<file path="config.mk">
export PLATFORM = sky130hd
export DESIGN_NAME = led_strobe_pin_control
export DESIGN_NICKNAME = d
export VERILOG_FILES = /design/src/shared/led_strobe_pkg.sv /design/src/hw/led_axil_slave.sv /design/src/hw/led_strobe_pin_control.sv
export VERILOG_INCLUDE_DIRS = /design/src /design/src/shared
export SDC_FILE = /design/constraint.sdc
export NUM_CORES = 1
export LEC_CHECK = 0
export ABC_AREA = 1
export BUFFER_PORTS_ARGS = -buffer_cell sky130_fd_sc_hd__buf_2
export CORE_UTILIZATION = 35
export CTS_BUF_LIST = sky130_fd_sc_hd__clkbuf_2 sky130_fd_sc_hd__clkbuf_4 sky130_fd_sc_hd__clkbuf_8
export CTS_CLUSTER_SIZE = 20
export DETAILED_ROUTE_END_ITERATION = 6
export GPL_ROUTABILITY_DRIVEN = 1
export PLACE_DENSITY_LB_ADDON = 0.15
export SLEW_MARGIN = 5
export SYNTH_ARGS = -nofsm -noshare
export SYNTH_HDL_FRONTEND = slang
export SYNTH_SLANG_ARGS = --single-unit
</file>
<file path="constraint.sdc">
create_clock -name sys_clk -period 8.8 [get_ports sys_clk]
set_clock_uncertainty 0.15 [all_clocks]
set_input_delay 1.76 -clock sys_clk [delete_from_list [all_inputs] [get_ports sys_clk]]
set_output_delay 1.76 -clock sys_clk [all_outputs]
set_load 0.005 [all_outputs]
</file>
<file path="src/shared/led_strobe_params.svh">
/*
  Constants for the LED strobe pin control block: register offsets,
  field positions, reset values and timing figures.
  Assumes it is included once per compilation unit by its bare name.
*/
`ifndef LED_STROBE_PARAMS_SVH
`define LED_STROBE_PARAMS_SVH

// ==========================================================
// Register map
`define CTRL_OFFSET      4'h0
`define LIMIT_OFFSET     4'h4
`define STATUS_OFFSET    4'h8
`define REG_COUNT        2'h3

// ==========================================================
// Control fields
`define CTRL_MODE_LO     0
`define CTRL_MODE_HI     1
`define CTRL_GPIO_MODE   2
`define CTRL_PUSH_PULL   3
`define CTRL_GPIO_DIR    4
`define CTRL_GPIO_VAL    5
`define CTRL_MASK_LO     6
`define CTRL_MASK_HI     8
`define CTRL_RESET       32'h0000_01C0

// ==========================================================
// Limit fields, in ticks
`define LIMIT_FLASH_LO   0
`define LIMIT_FLASH_HI   7
`define LIMIT_WD_LO      16
`define LIMIT_WD_HI      31
`define LIMIT_RESET      32'h2710_00C8

// ==========================================================
// Status fields
`define STAT_STATE_LO    0
`define STAT_STATE_HI    3
`define STAT_FLASH       4
`define STAT_GPIO_IN     5
`define STAT_PGOOD       6
`define STAT_MASTER_RESET_LOW      7

// ==========================================================
// Timing
`define CLK_PERIOD_NS    50
`define TICK_TIME_US     1000
`define TICK_CYCLES_CALC ((`TICK_TIME_US * 1000) / `CLK_PERIOD_NS)

// ==========================================================
// Bus responses
`define RESP_OKAY        2'h0
`define RESP_SLVERR      2'h2

`endif

</file>
<file path="src/shared/led_strobe_pkg.sv">
/*
  Types shared by the LED strobe pin control block.
  Assumes nothing beyond a SystemVerilog compiler.
*/
`default_nettype none

package led_strobe_pkg;

    // One-hot light states
    typedef enum logic [3:0] {
        ST_OFF   = 4'b0001,
        ST_VIDEO = 4'b0010,
        ST_FLASH = 4'b0100,
        ST_HALT  = 4'b1000
    } light_state_t;

    // Software start command
    typedef enum logic [1:0] {
        SW_OFF   = 2'b00,
        SW_VIDEO = 2'b01,
        SW_FLASH = 2'b10,
        SW_RSVD  = 2'b11
    } sw_mode_t;

endpackage

`default_nettype wire

</file>
<file path="src/hw/led_axil_slave.sv">
/*
  AXI4-Lite slave front end: one write and one read at a time.
  Assumes the owner samples wr_en as a one-cycle strobe and drives
  rd_data combinationally from s_axi_araddr.
*/
`include "led_strobe_params.svh"
`default_nettype none

module led_axil_slave
    import led_strobe_pkg::*;
(
    input  wire logic        sys_clk,
    input  wire logic        rst,
    input  wire logic [3:0]  s_axi_awaddr,
    input  wire logic        s_axi_awvalid,
    output var  logic        s_axi_awready,
    input  wire logic [31:0] s_axi_wdata,
    input  wire logic [3:0]  s_axi_wstrb,
    input  wire logic        s_axi_wvalid,
    output var  logic        s_axi_wready,
    output var  logic [1:0]  s_axi_bresp,
    output var  logic        s_axi_bvalid,
    input  wire logic        s_axi_bready,
    input  wire logic [3:0]  s_axi_araddr,
    input  wire logic        s_axi_arvalid,
    output var  logic        s_axi_arready,
    output var  logic [31:0] s_axi_rdata,
    output var  logic [1:0]  s_axi_rresp,
    output var  logic        s_axi_rvalid,
    input  wire logic        s_axi_rready,
    output var  logic        wr_en,
    output var  logic [3:0]  wr_addr,
    output var  logic [31:0] wr_data,
    output var  logic [3:0]  wr_strb,
    input  wire logic [31:0] rd_data
);

    logic        aw_held;
    logic        w_held;
    logic        next_aw_held;
    logic        next_w_held;
    logic        next_bvalid;
    logic [1:0]  next_bresp;
    logic        next_rvalid;
    logic [31:0] next_rdata;
    logic [1:0]  next_rresp;
    logic [3:0]  next_wr_addr;
    logic [31:0] next_wr_data;
    logic [3:0]  next_wr_strb;
    logic        next_awready;
    logic        next_wready;
    logic        next_arready;

    // ==========================================================
    // Handshakes, ready flags registered from the next state
    assign wr_en         = aw_held && w_held && !s_axi_bvalid;

    always_comb
    begin
        next_aw_held = aw_held;
        next_w_held  = w_held;
        next_wr_addr = wr_addr;
        next_wr_data = wr_data;
        next_wr_strb = wr_strb;
        next_bvalid  = s_axi_bvalid;
        next_bresp   = s_axi_bresp;
        next_rvalid  = s_axi_rvalid;
        next_rdata   = s_axi_rdata;
        next_rresp   = s_axi_rresp;
        if (s_axi_awvalid && s_axi_awready)
        begin
            next_aw_held = 1'b1;
            next_wr_addr = s_axi_awaddr;
        end
        if (s_axi_wvalid && s_axi_wready)
        begin
            next_w_held  = 1'b1;
            next_wr_data = s_axi_wdata;
            next_wr_strb = s_axi_wstrb;
        end
        if (wr_en)
        begin
            next_aw_held = 1'b0;
            next_w_held  = 1'b0;
            next_bvalid  = 1'b1;
            next_bresp   = (wr_addr[3:2] < `REG_COUNT) ? `RESP_OKAY : `RESP_SLVERR;
        end
        else if (s_axi_bvalid && s_axi_bready)
        begin
            next_bvalid = 1'b0;
        end
        if (s_axi_arvalid && s_axi_arready)
        begin
            next_rvalid = 1'b1;
            next_rdata  = rd_data;
            next_rresp  = (s_axi_araddr[3:2] < `REG_COUNT) ? `RESP_OKAY : `RESP_SLVERR;
        end
        else if (s_axi_rvalid && s_axi_rready)
        begin
            next_rvalid = 1'b0;
        end
        next_awready = !next_aw_held && !next_bvalid;
        next_wready  = !next_w_held && !next_bvalid;
        next_arready = !next_rvalid;
    end

    always_ff @(posedge sys_clk or posedge rst)
    begin
        if (rst)
        begin
            aw_held      <= 1'b0;
            w_held       <= 1'b0;
            wr_addr      <= 4'h0;
            wr_data      <= 32'h0000_0000;
            wr_strb      <= 4'h0;
            s_axi_bvalid <= 1'b0;
            s_axi_bresp  <= `RESP_OKAY;
            s_axi_rvalid <= 1'b0;
            s_axi_rdata  <= 32'h0000_0000;
            s_axi_rresp  <= `RESP_OKAY;
            s_axi_awready <= 1'b1;
            s_axi_wready  <= 1'b1;
            s_axi_arready <= 1'b1;
        end
        else
        begin
            aw_held      <= next_aw_held;
            w_held       <= next_w_held;
            wr_addr      <= next_wr_addr;
            wr_data      <= next_wr_data;
            wr_strb      <= next_wr_strb;
            s_axi_bvalid <= next_bvalid;
            s_axi_bresp  <= next_bresp;
            s_axi_rvalid <= next_rvalid;
            s_axi_rdata  <= next_rdata;
            s_axi_rresp  <= next_rresp;
            s_axi_awready <= next_awready;
            s_axi_wready  <= next_wready;
            s_axi_arready <= next_arready;
        end
    end

endmodule

`default_nettype wire

</file>
<file path="src/hw/led_strobe_pin_control.sv">
/*
  LED strobe pin control: strobe and mask pins, software start,
  flash timer, video watchdog and the general pin, with an AXI4-Lite
  register file. Assumes all pins are synchronous to sys_clk and an
  analog block reports regulation on power_in_regulation.
*/
// Behaviour
// [RQ1] Enable strobe low keeps sinks off (code: only while software mode is off or reserved; video or flash mode keeps them on)
// [RQ2] Enable strobe high turns sinks on
// [RQ3] Level strobe low flash, high video
// [RQ4] Level strobe high holds watchdog off
// [RQ5] Mask input drops flash to video
// [RQ6] Reset pin low: shutdown, registers cleared
// [RQ7] Reset pin high: registers govern operation
// [RQ8] General pin is GPIO or power good
// [RQ9] Power good open-drain or push-pull, open-drain default
// [RQ10] Start by software command or strobe
// [RQ11] Timers limit flash and video on-time
// [RQ12] Flash level returns after mask falls
`include "led_strobe_params.svh"
`default_nettype none

module led_strobe_pin_control
    import led_strobe_pkg::*;
#(
    parameter int TICK_CYCLES = `TICK_CYCLES_CALC
)
(
    input  wire logic        sys_clk,
    input  wire logic        rst,
    input  wire logic [3:0]  s_axi_awaddr,
    input  wire logic        s_axi_awvalid,
    output var  logic        s_axi_awready,
    input  wire logic [31:0] s_axi_wdata,
    input  wire logic [3:0]  s_axi_wstrb,
    input  wire logic        s_axi_wvalid,
    output var  logic        s_axi_wready,
    output var  logic [1:0]  s_axi_bresp,
    output var  logic        s_axi_bvalid,
    input  wire logic        s_axi_bready,
    input  wire logic [3:0]  s_axi_araddr,
    input  wire logic        s_axi_arvalid,
    output var  logic        s_axi_arready,
    output var  logic [31:0] s_axi_rdata,
    output var  logic [1:0]  s_axi_rresp,
    output var  logic        s_axi_rvalid,
    input  wire logic        s_axi_rready,
    input  wire logic        led_enable_strobe,
    input  wire logic        level_select_strobe,
    input  wire logic        rf_pa_mask,
    input  wire logic        master_reset_low,
    input  wire logic        power_in_regulation,
    input  wire logic        gpio_in,
    output var  logic        gpio_out,
    output var  logic        gpio_oe_n,
    output var  logic        current_sink_a,
    output var  logic        current_sink_b,
    output var  logic        current_sink_c,
    output var  logic        flash_level
);

    localparam int TW = $clog2(TICK_CYCLES + 1);
    logic          wr_en;
    logic [3:0]    wr_addr, wr_strb;
    logic [31:0]   wr_data, rd_data;
    logic [31:0]   ctrl, next_ctrl;
    logic [31:0]   limit, next_limit;
    light_state_t  state, next_state;
    logic [TW-1:0] div, next_div;
    logic [15:0]   tmr, next_tmr;
    logic [2:0]    sinks, next_sinks;
    logic          next_flash_level, next_gpio_out, next_gpio_oe_n;
    sw_mode_t      sw_mode;
    logic          tick, demand, want_flash, go_flash, flash_expire, wd_expire;
    // ==========================================================
    // Bus slave
    led_axil_slave u_bus (
        .sys_clk       (sys_clk),
        .rst           (rst),
        .s_axi_awaddr  (s_axi_awaddr),
        .s_axi_awvalid (s_axi_awvalid),
        .s_axi_awready (s_axi_awready),
        .s_axi_wdata   (s_axi_wdata),
        .s_axi_wstrb   (s_axi_wstrb),
        .s_axi_wvalid  (s_axi_wvalid),
        .s_axi_wready  (s_axi_wready),
        .s_axi_bresp   (s_axi_bresp),
        .s_axi_bvalid  (s_axi_bvalid),
        .s_axi_bready  (s_axi_bready),
        .s_axi_araddr  (s_axi_araddr),
        .s_axi_arvalid (s_axi_arvalid),
        .s_axi_arready (s_axi_arready),
        .s_axi_rdata   (s_axi_rdata),
        .s_axi_rresp   (s_axi_rresp),
        .s_axi_rvalid  (s_axi_rvalid),
        .s_axi_rready  (s_axi_rready),
        .wr_en         (wr_en),
        .wr_addr       (wr_addr),
        .wr_data       (wr_data),
        .wr_strb       (wr_strb),
        .rd_data       (rd_data)
    );
    // ==========================================================
    // Registers
    always_comb
    begin
        next_ctrl  = ctrl;
        next_limit = limit;
        if (!master_reset_low)
        begin
            next_ctrl  = `CTRL_RESET;                         // [RQ6]
            next_limit = `LIMIT_RESET;                        // [RQ6]
        end
        else if (wr_en)
        begin
            for (int i = 0; i < 4; i++)
            begin
                if (wr_strb[i] && wr_addr == `CTRL_OFFSET)
                    next_ctrl[i*8 +: 8] = wr_data[i*8 +: 8];  // [RQ7]
                if (wr_strb[i] && wr_addr == `LIMIT_OFFSET)
                    next_limit[i*8 +: 8] = wr_data[i*8 +: 8]; // [RQ7]
            end
        end
    end
    always_comb
    begin
        rd_data = 32'h0000_0000;
        case (s_axi_araddr)
            `CTRL_OFFSET:   rd_data = ctrl;
            `LIMIT_OFFSET:  rd_data = limit;
            `STATUS_OFFSET:
            begin
                rd_data[`STAT_STATE_HI:`STAT_STATE_LO] = state;
                rd_data[`STAT_FLASH]   = flash_level;
                rd_data[`STAT_GPIO_IN] = gpio_in;
                rd_data[`STAT_PGOOD]   = power_in_regulation;
                rd_data[`STAT_MASTER_RESET_LOW]  = master_reset_low;
            end
            default:        rd_data = 32'h0000_0000;
        endcase
    end

    // ==========================================================
    // Tick divider and light control
    assign sw_mode    = sw_mode_t'(ctrl[`CTRL_MODE_HI:`CTRL_MODE_LO]);
    assign demand     = led_enable_strobe || sw_mode == SW_VIDEO
                        || sw_mode == SW_FLASH;              // [RQ10]
    assign want_flash = led_enable_strobe ? !level_select_strobe
                                          : sw_mode == SW_FLASH; // [RQ3]
    assign go_flash   = want_flash && !rf_pa_mask;            // [RQ5] [RQ12]
    assign tick       = div == TW'(TICK_CYCLES - 1);
    assign flash_expire = state == ST_FLASH && tick
                        && tmr == 16'(limit[`LIMIT_FLASH_HI:`LIMIT_FLASH_LO]) - 16'h0001;
    assign wd_expire  = state == ST_VIDEO && tick && !level_select_strobe
                        && tmr == limit[`LIMIT_WD_HI:`LIMIT_WD_LO] - 16'h0001;

    always_comb
    begin
        next_div   = tick ? '0 : div + TW'(1);
        next_state = state;
        case (state)
            ST_OFF:
                if (demand)
                    next_state = go_flash ? ST_FLASH : ST_VIDEO;  // [RQ2]
            ST_VIDEO:
                if (!demand)
                    next_state = ST_OFF;                          // [RQ1]
                else if (wd_expire)
                    next_state = ST_HALT;                         // [RQ11]
                else if (go_flash)
                    next_state = ST_FLASH;                        // [RQ12]
            ST_FLASH:
                if (!demand)
                    next_state = ST_OFF;                          // [RQ1]
                else if (flash_expire)
                    next_state = ST_HALT;                         // [RQ11]
                else if (!go_flash)
                    next_state = ST_VIDEO;                        // [RQ3] [RQ5]
            ST_HALT:
                if (!demand)
                    next_state = ST_OFF;
            default:
                next_state = ST_OFF;
        endcase
        if (!master_reset_low)
            next_state = ST_OFF;                                  // [RQ6]
        if (next_state != state || (state == ST_VIDEO && level_select_strobe))
            next_tmr = 16'h0000;                                  // [RQ4]
        else if (tick && (state == ST_FLASH || state == ST_VIDEO))
            next_tmr = tmr + 16'h0001;                            // [RQ11]
        else
            next_tmr = tmr;
        next_flash_level = next_state == ST_FLASH;
    end
    for (genvar g = 0; g < 3; g++)
    begin : g_sink
        assign next_sinks[g] = ctrl[`CTRL_MASK_LO + g]
                               && (next_state == ST_VIDEO || next_state == ST_FLASH);
    end
    // ==========================================================
    // General pin
    always_comb
    begin
        if (ctrl[`CTRL_GPIO_MODE])
        begin
            next_gpio_out  = ctrl[`CTRL_GPIO_VAL];                // [RQ8]
            next_gpio_oe_n = !ctrl[`CTRL_GPIO_DIR];               // [RQ8]
        end
        else if (ctrl[`CTRL_PUSH_PULL])
        begin
            next_gpio_out  = power_in_regulation;                 // [RQ9]
            next_gpio_oe_n = 1'b0;
        end
        else
        begin
            next_gpio_out  = 1'b0;                                // [RQ9]
            next_gpio_oe_n = power_in_regulation;
        end
    end

    always_ff @(posedge sys_clk or posedge rst)
    begin
        if (rst)
        begin
            ctrl        <= `CTRL_RESET;
            limit       <= `LIMIT_RESET;
            state       <= ST_OFF;
            div         <= '0;
            tmr         <= 16'h0000;
            sinks       <= 3'h0;
            flash_level <= 1'b0;
            gpio_out    <= 1'b0;
            gpio_oe_n   <= 1'b1;
        end
        else
        begin
            ctrl        <= next_ctrl;
            limit       <= next_limit;
            state       <= next_state;
            div         <= next_div;
            tmr         <= next_tmr;
            sinks       <= next_sinks;
            flash_level <= next_flash_level;
            gpio_out    <= next_gpio_out;
            gpio_oe_n   <= next_gpio_oe_n;
        end
    end
    assign current_sink_a = sinks[0];
    assign current_sink_b = sinks[1];
    assign current_sink_c = sinks[2];
endmodule

`default_nettype wire

</file>
==> metrics <==
Layout fillers=2,649; DRC=0; aggregate global routing overflow=0; Critical Path RT=9.02 ns; Final min period=3.71 ns; Netlist cell types=43; vias per inst=4.74; VDD IR-drop max=0.133 mV; FFs w/ async S/R, synth=100%; port bufs=101; DP Area=10,000 um2; f_max=270 MHz; worst-path maximum fanout=36; Initial Utilization=36.1%; DRT antenna net count=0; footprint of the multi-input gates=3810 um2; R2R Path Start=limit[16]$_DFFE_PP0P_; largest net degree at the start of global routing=118; Worst Min Path Start=u_bus.s_axi_rvalid$_DFF_PP0_; Die W=164 um; Post-Route WL=24,000 um; TritonCTS clock tree=yes; Final Cycle Share=42.2%; total track usage=19.0%; Register Area=4670 um2; clk slew on worst S/H paths=0.12 ns; die height=164 um; main flop type after synthesis=dfrtp_1; Hold Path Depth=1; R2R Setup Slk=5.95 ns; startpoint class of the critical path=input port; dpl ws=4.60 ns; status=completed; Leak=0.00522 uW; post-route cell area=10,400 um2; Fin Setup TNS=0 ns; Post-CTS Resized=0; Hold Crit Class=reg2reg; CTS Buf Count=17; most frequent cells in the layout=nand2_1, dfrtp_1, inv_1; Avg Cell Area, Syn=7.88 um2; Ports=104; Critical Path Sink Type=flop; Seq cells post-synth=186; Max H-tree Level=4; kind of critical path=in2reg; routability congestion estimate=0.905; first-pass GRT wire length=39,700 um; core footprint=25,500 um2; clk sinks=186; R2R depth=17; CP arrival=3.93 ns; Seq/Total Area, Yosys=50.8%; Netlist Area Pre-Place=9190 um2; reg-to-reg endpoint=tmr[12]$_DFFE_PP0P_; RSZ-0062 raised after global routing=false; post-synthesis cell count=1,167; latest clock arrival within the worst-skew pair=0.47 ns; setup bufs post-CTS=0; maxcap violations=0; Cell Pwr Density=229 nW/um2; Layout Utilization=40.9%; Die Area=26,900 um2; initial drt markers=396; initial antenna violation count=0; layout cells sized above 1=15.6%; vias in the first global route=7,420; Relative slew margins=24.8%; diode count=0; maximum clock insertion buffer count=2; DR vias=7,606; Setup Viol. Count Final=0; hpwl dp=17,100 um; Root Driver=clkbuf_8; Slew @ Worst Pin=1.13 ns; Routed WL per cell=15.0 um; Ys Warns=0; most common cell after layout, fill and taps aside=nand2_1; Fin. Hold Viols=0; Syn-to-layout area delta=13.3%; EDFF count, synth=0; Slew Viols, Final=0; Final nets=1,321; hold path endpoint=u_bus.s_axi_arready$_DFF_PP1_; hold_buf cts=0; Final Power=2390 uW; router iterations before antenna repair=5; num rows=58; final worst setup slack=5.09 ns
worst max path at each step:
stage                                 from             endpoint  slack (ns)  depth (start not counted)
final                     master_reset_low  tmr[12]$_DFFE_PP0P_        5.09                          9
after global routing      master_reset_low  tmr[15]$_DFFE_PP0P_        4.89                          9
after CTS                 master_reset_low  tmr[12]$_DFFE_PP0P_        5.13                          9
after detailed placement  master_reset_low  tmr[11]$_DFFE_PP0P_        4.60                          9
after global placement    master_reset_low  tmr[13]$_DFFE_PP0P_        4.69                          9
after floorplan                        rst  ctrl[0]$_DFFE_PP0P_        1.86                          1
where the power goes:
part           switching [uW]  internal (uW)  leakage [uW]
registers                 112           1050       0.00241
clock network             363            213      0.000194
logic                     438            206       0.00262
final cells by class:
type | count | share of cell area (%)
Clock inverter | 15 | 1.56
Inverter | 148 | 5.40
Sequential cell | 186 | 44.9
Multi-Input combinational cell | 798 | 36.5
Clock buffer | 17 | 2.25
Timing Repair Buffer | 109 | 5.43
Tap cell | 330 | 3.96
metrics by stage:
step	hold WS, ns	cells
6_report	0.284	1603
5_1_grt	0.290	1603
3_5_place_dp	0.264	1571
4_1_cts	0.289	1603
2_1_floorplan	0.241	1168
3_3_place_gp	0.262	1571
worst max-delay path, cell delays in order:
cell,delay [ns]
buf_2,0.60
inv_2,0.30
a31oi_1,0.21
inv_1,0.07
nor2_2,0.24
nand3_1,0.11
o21ai_0,0.15
nand3_4,0.27
nor3_1,0.20
Yosys cell counts (all sizes together) (7+ instances only):
cell type  number  area [um2]
a31oi           9        56.3
xnor2           7        61.3
a21oi          13        76.3
inv           147         552
buf             9        58.8
nor2          102         420
nand3          65         370
o21ai         101         505
nor3           26         185
nand4          14        87.6
clkbuf         27         101
dfrtp         170        4250
o221ai          8        70.1
xor2           23         201
o22ai          16         100
dfstp          16         420
nand2         393        1500
routing by layer:
metal  GRT usage, %  vias up  part of all wire [%]
li1               -     3873                     -
met3           3.33       10                   3.4
met1           27.1     3597                    49
met2           30.1      126                    47
met5              0        -                     0
met4           3.70        0                  0.68
registers in the layout, summed over array words and instances, names as in the netlist:
register,count
u_bus.wr_addr,4
u_bus.s_axi_rdata,32
div,15
u_bus.s_axi_bvalid,1
limit,32
gpio_out,1
sinks,3
ctrl,32
u_bus.wr_data,32
u_bus.aw_held,1
u_bus.s_axi_rresp,1
u_bus.s_axi_awready,1
state,4
tmr,16
u_bus.s_axi_bresp,1
u_bus.s_axi_rvalid,1
u_bus.s_axi_wready,1
u_bus.s_axi_arready,1
u_bus.w_held,1
u_bus.wr_strb,4
flash_level,1
gpio_oe_n,1
cell families after synthesis:
| family | after synthesis | share of synthesized area, % |
|---|---|---|
| AND/OR/NAND/NOR | 605 | 28.2 |
| flip-flops | 186 | 50.8 |
| buffers and inverters | 184 | 7.78 |
| AO/OA/AOI/OAI | 157 | 9.73 |
| XOR/XNOR | 30 | 2.86 |
| adder cells (fa/ha/maj) | 4 | 0.544 |
| other | 1 | 0.0408 |
Note: power is estimated with default switching activity, not from simulation.
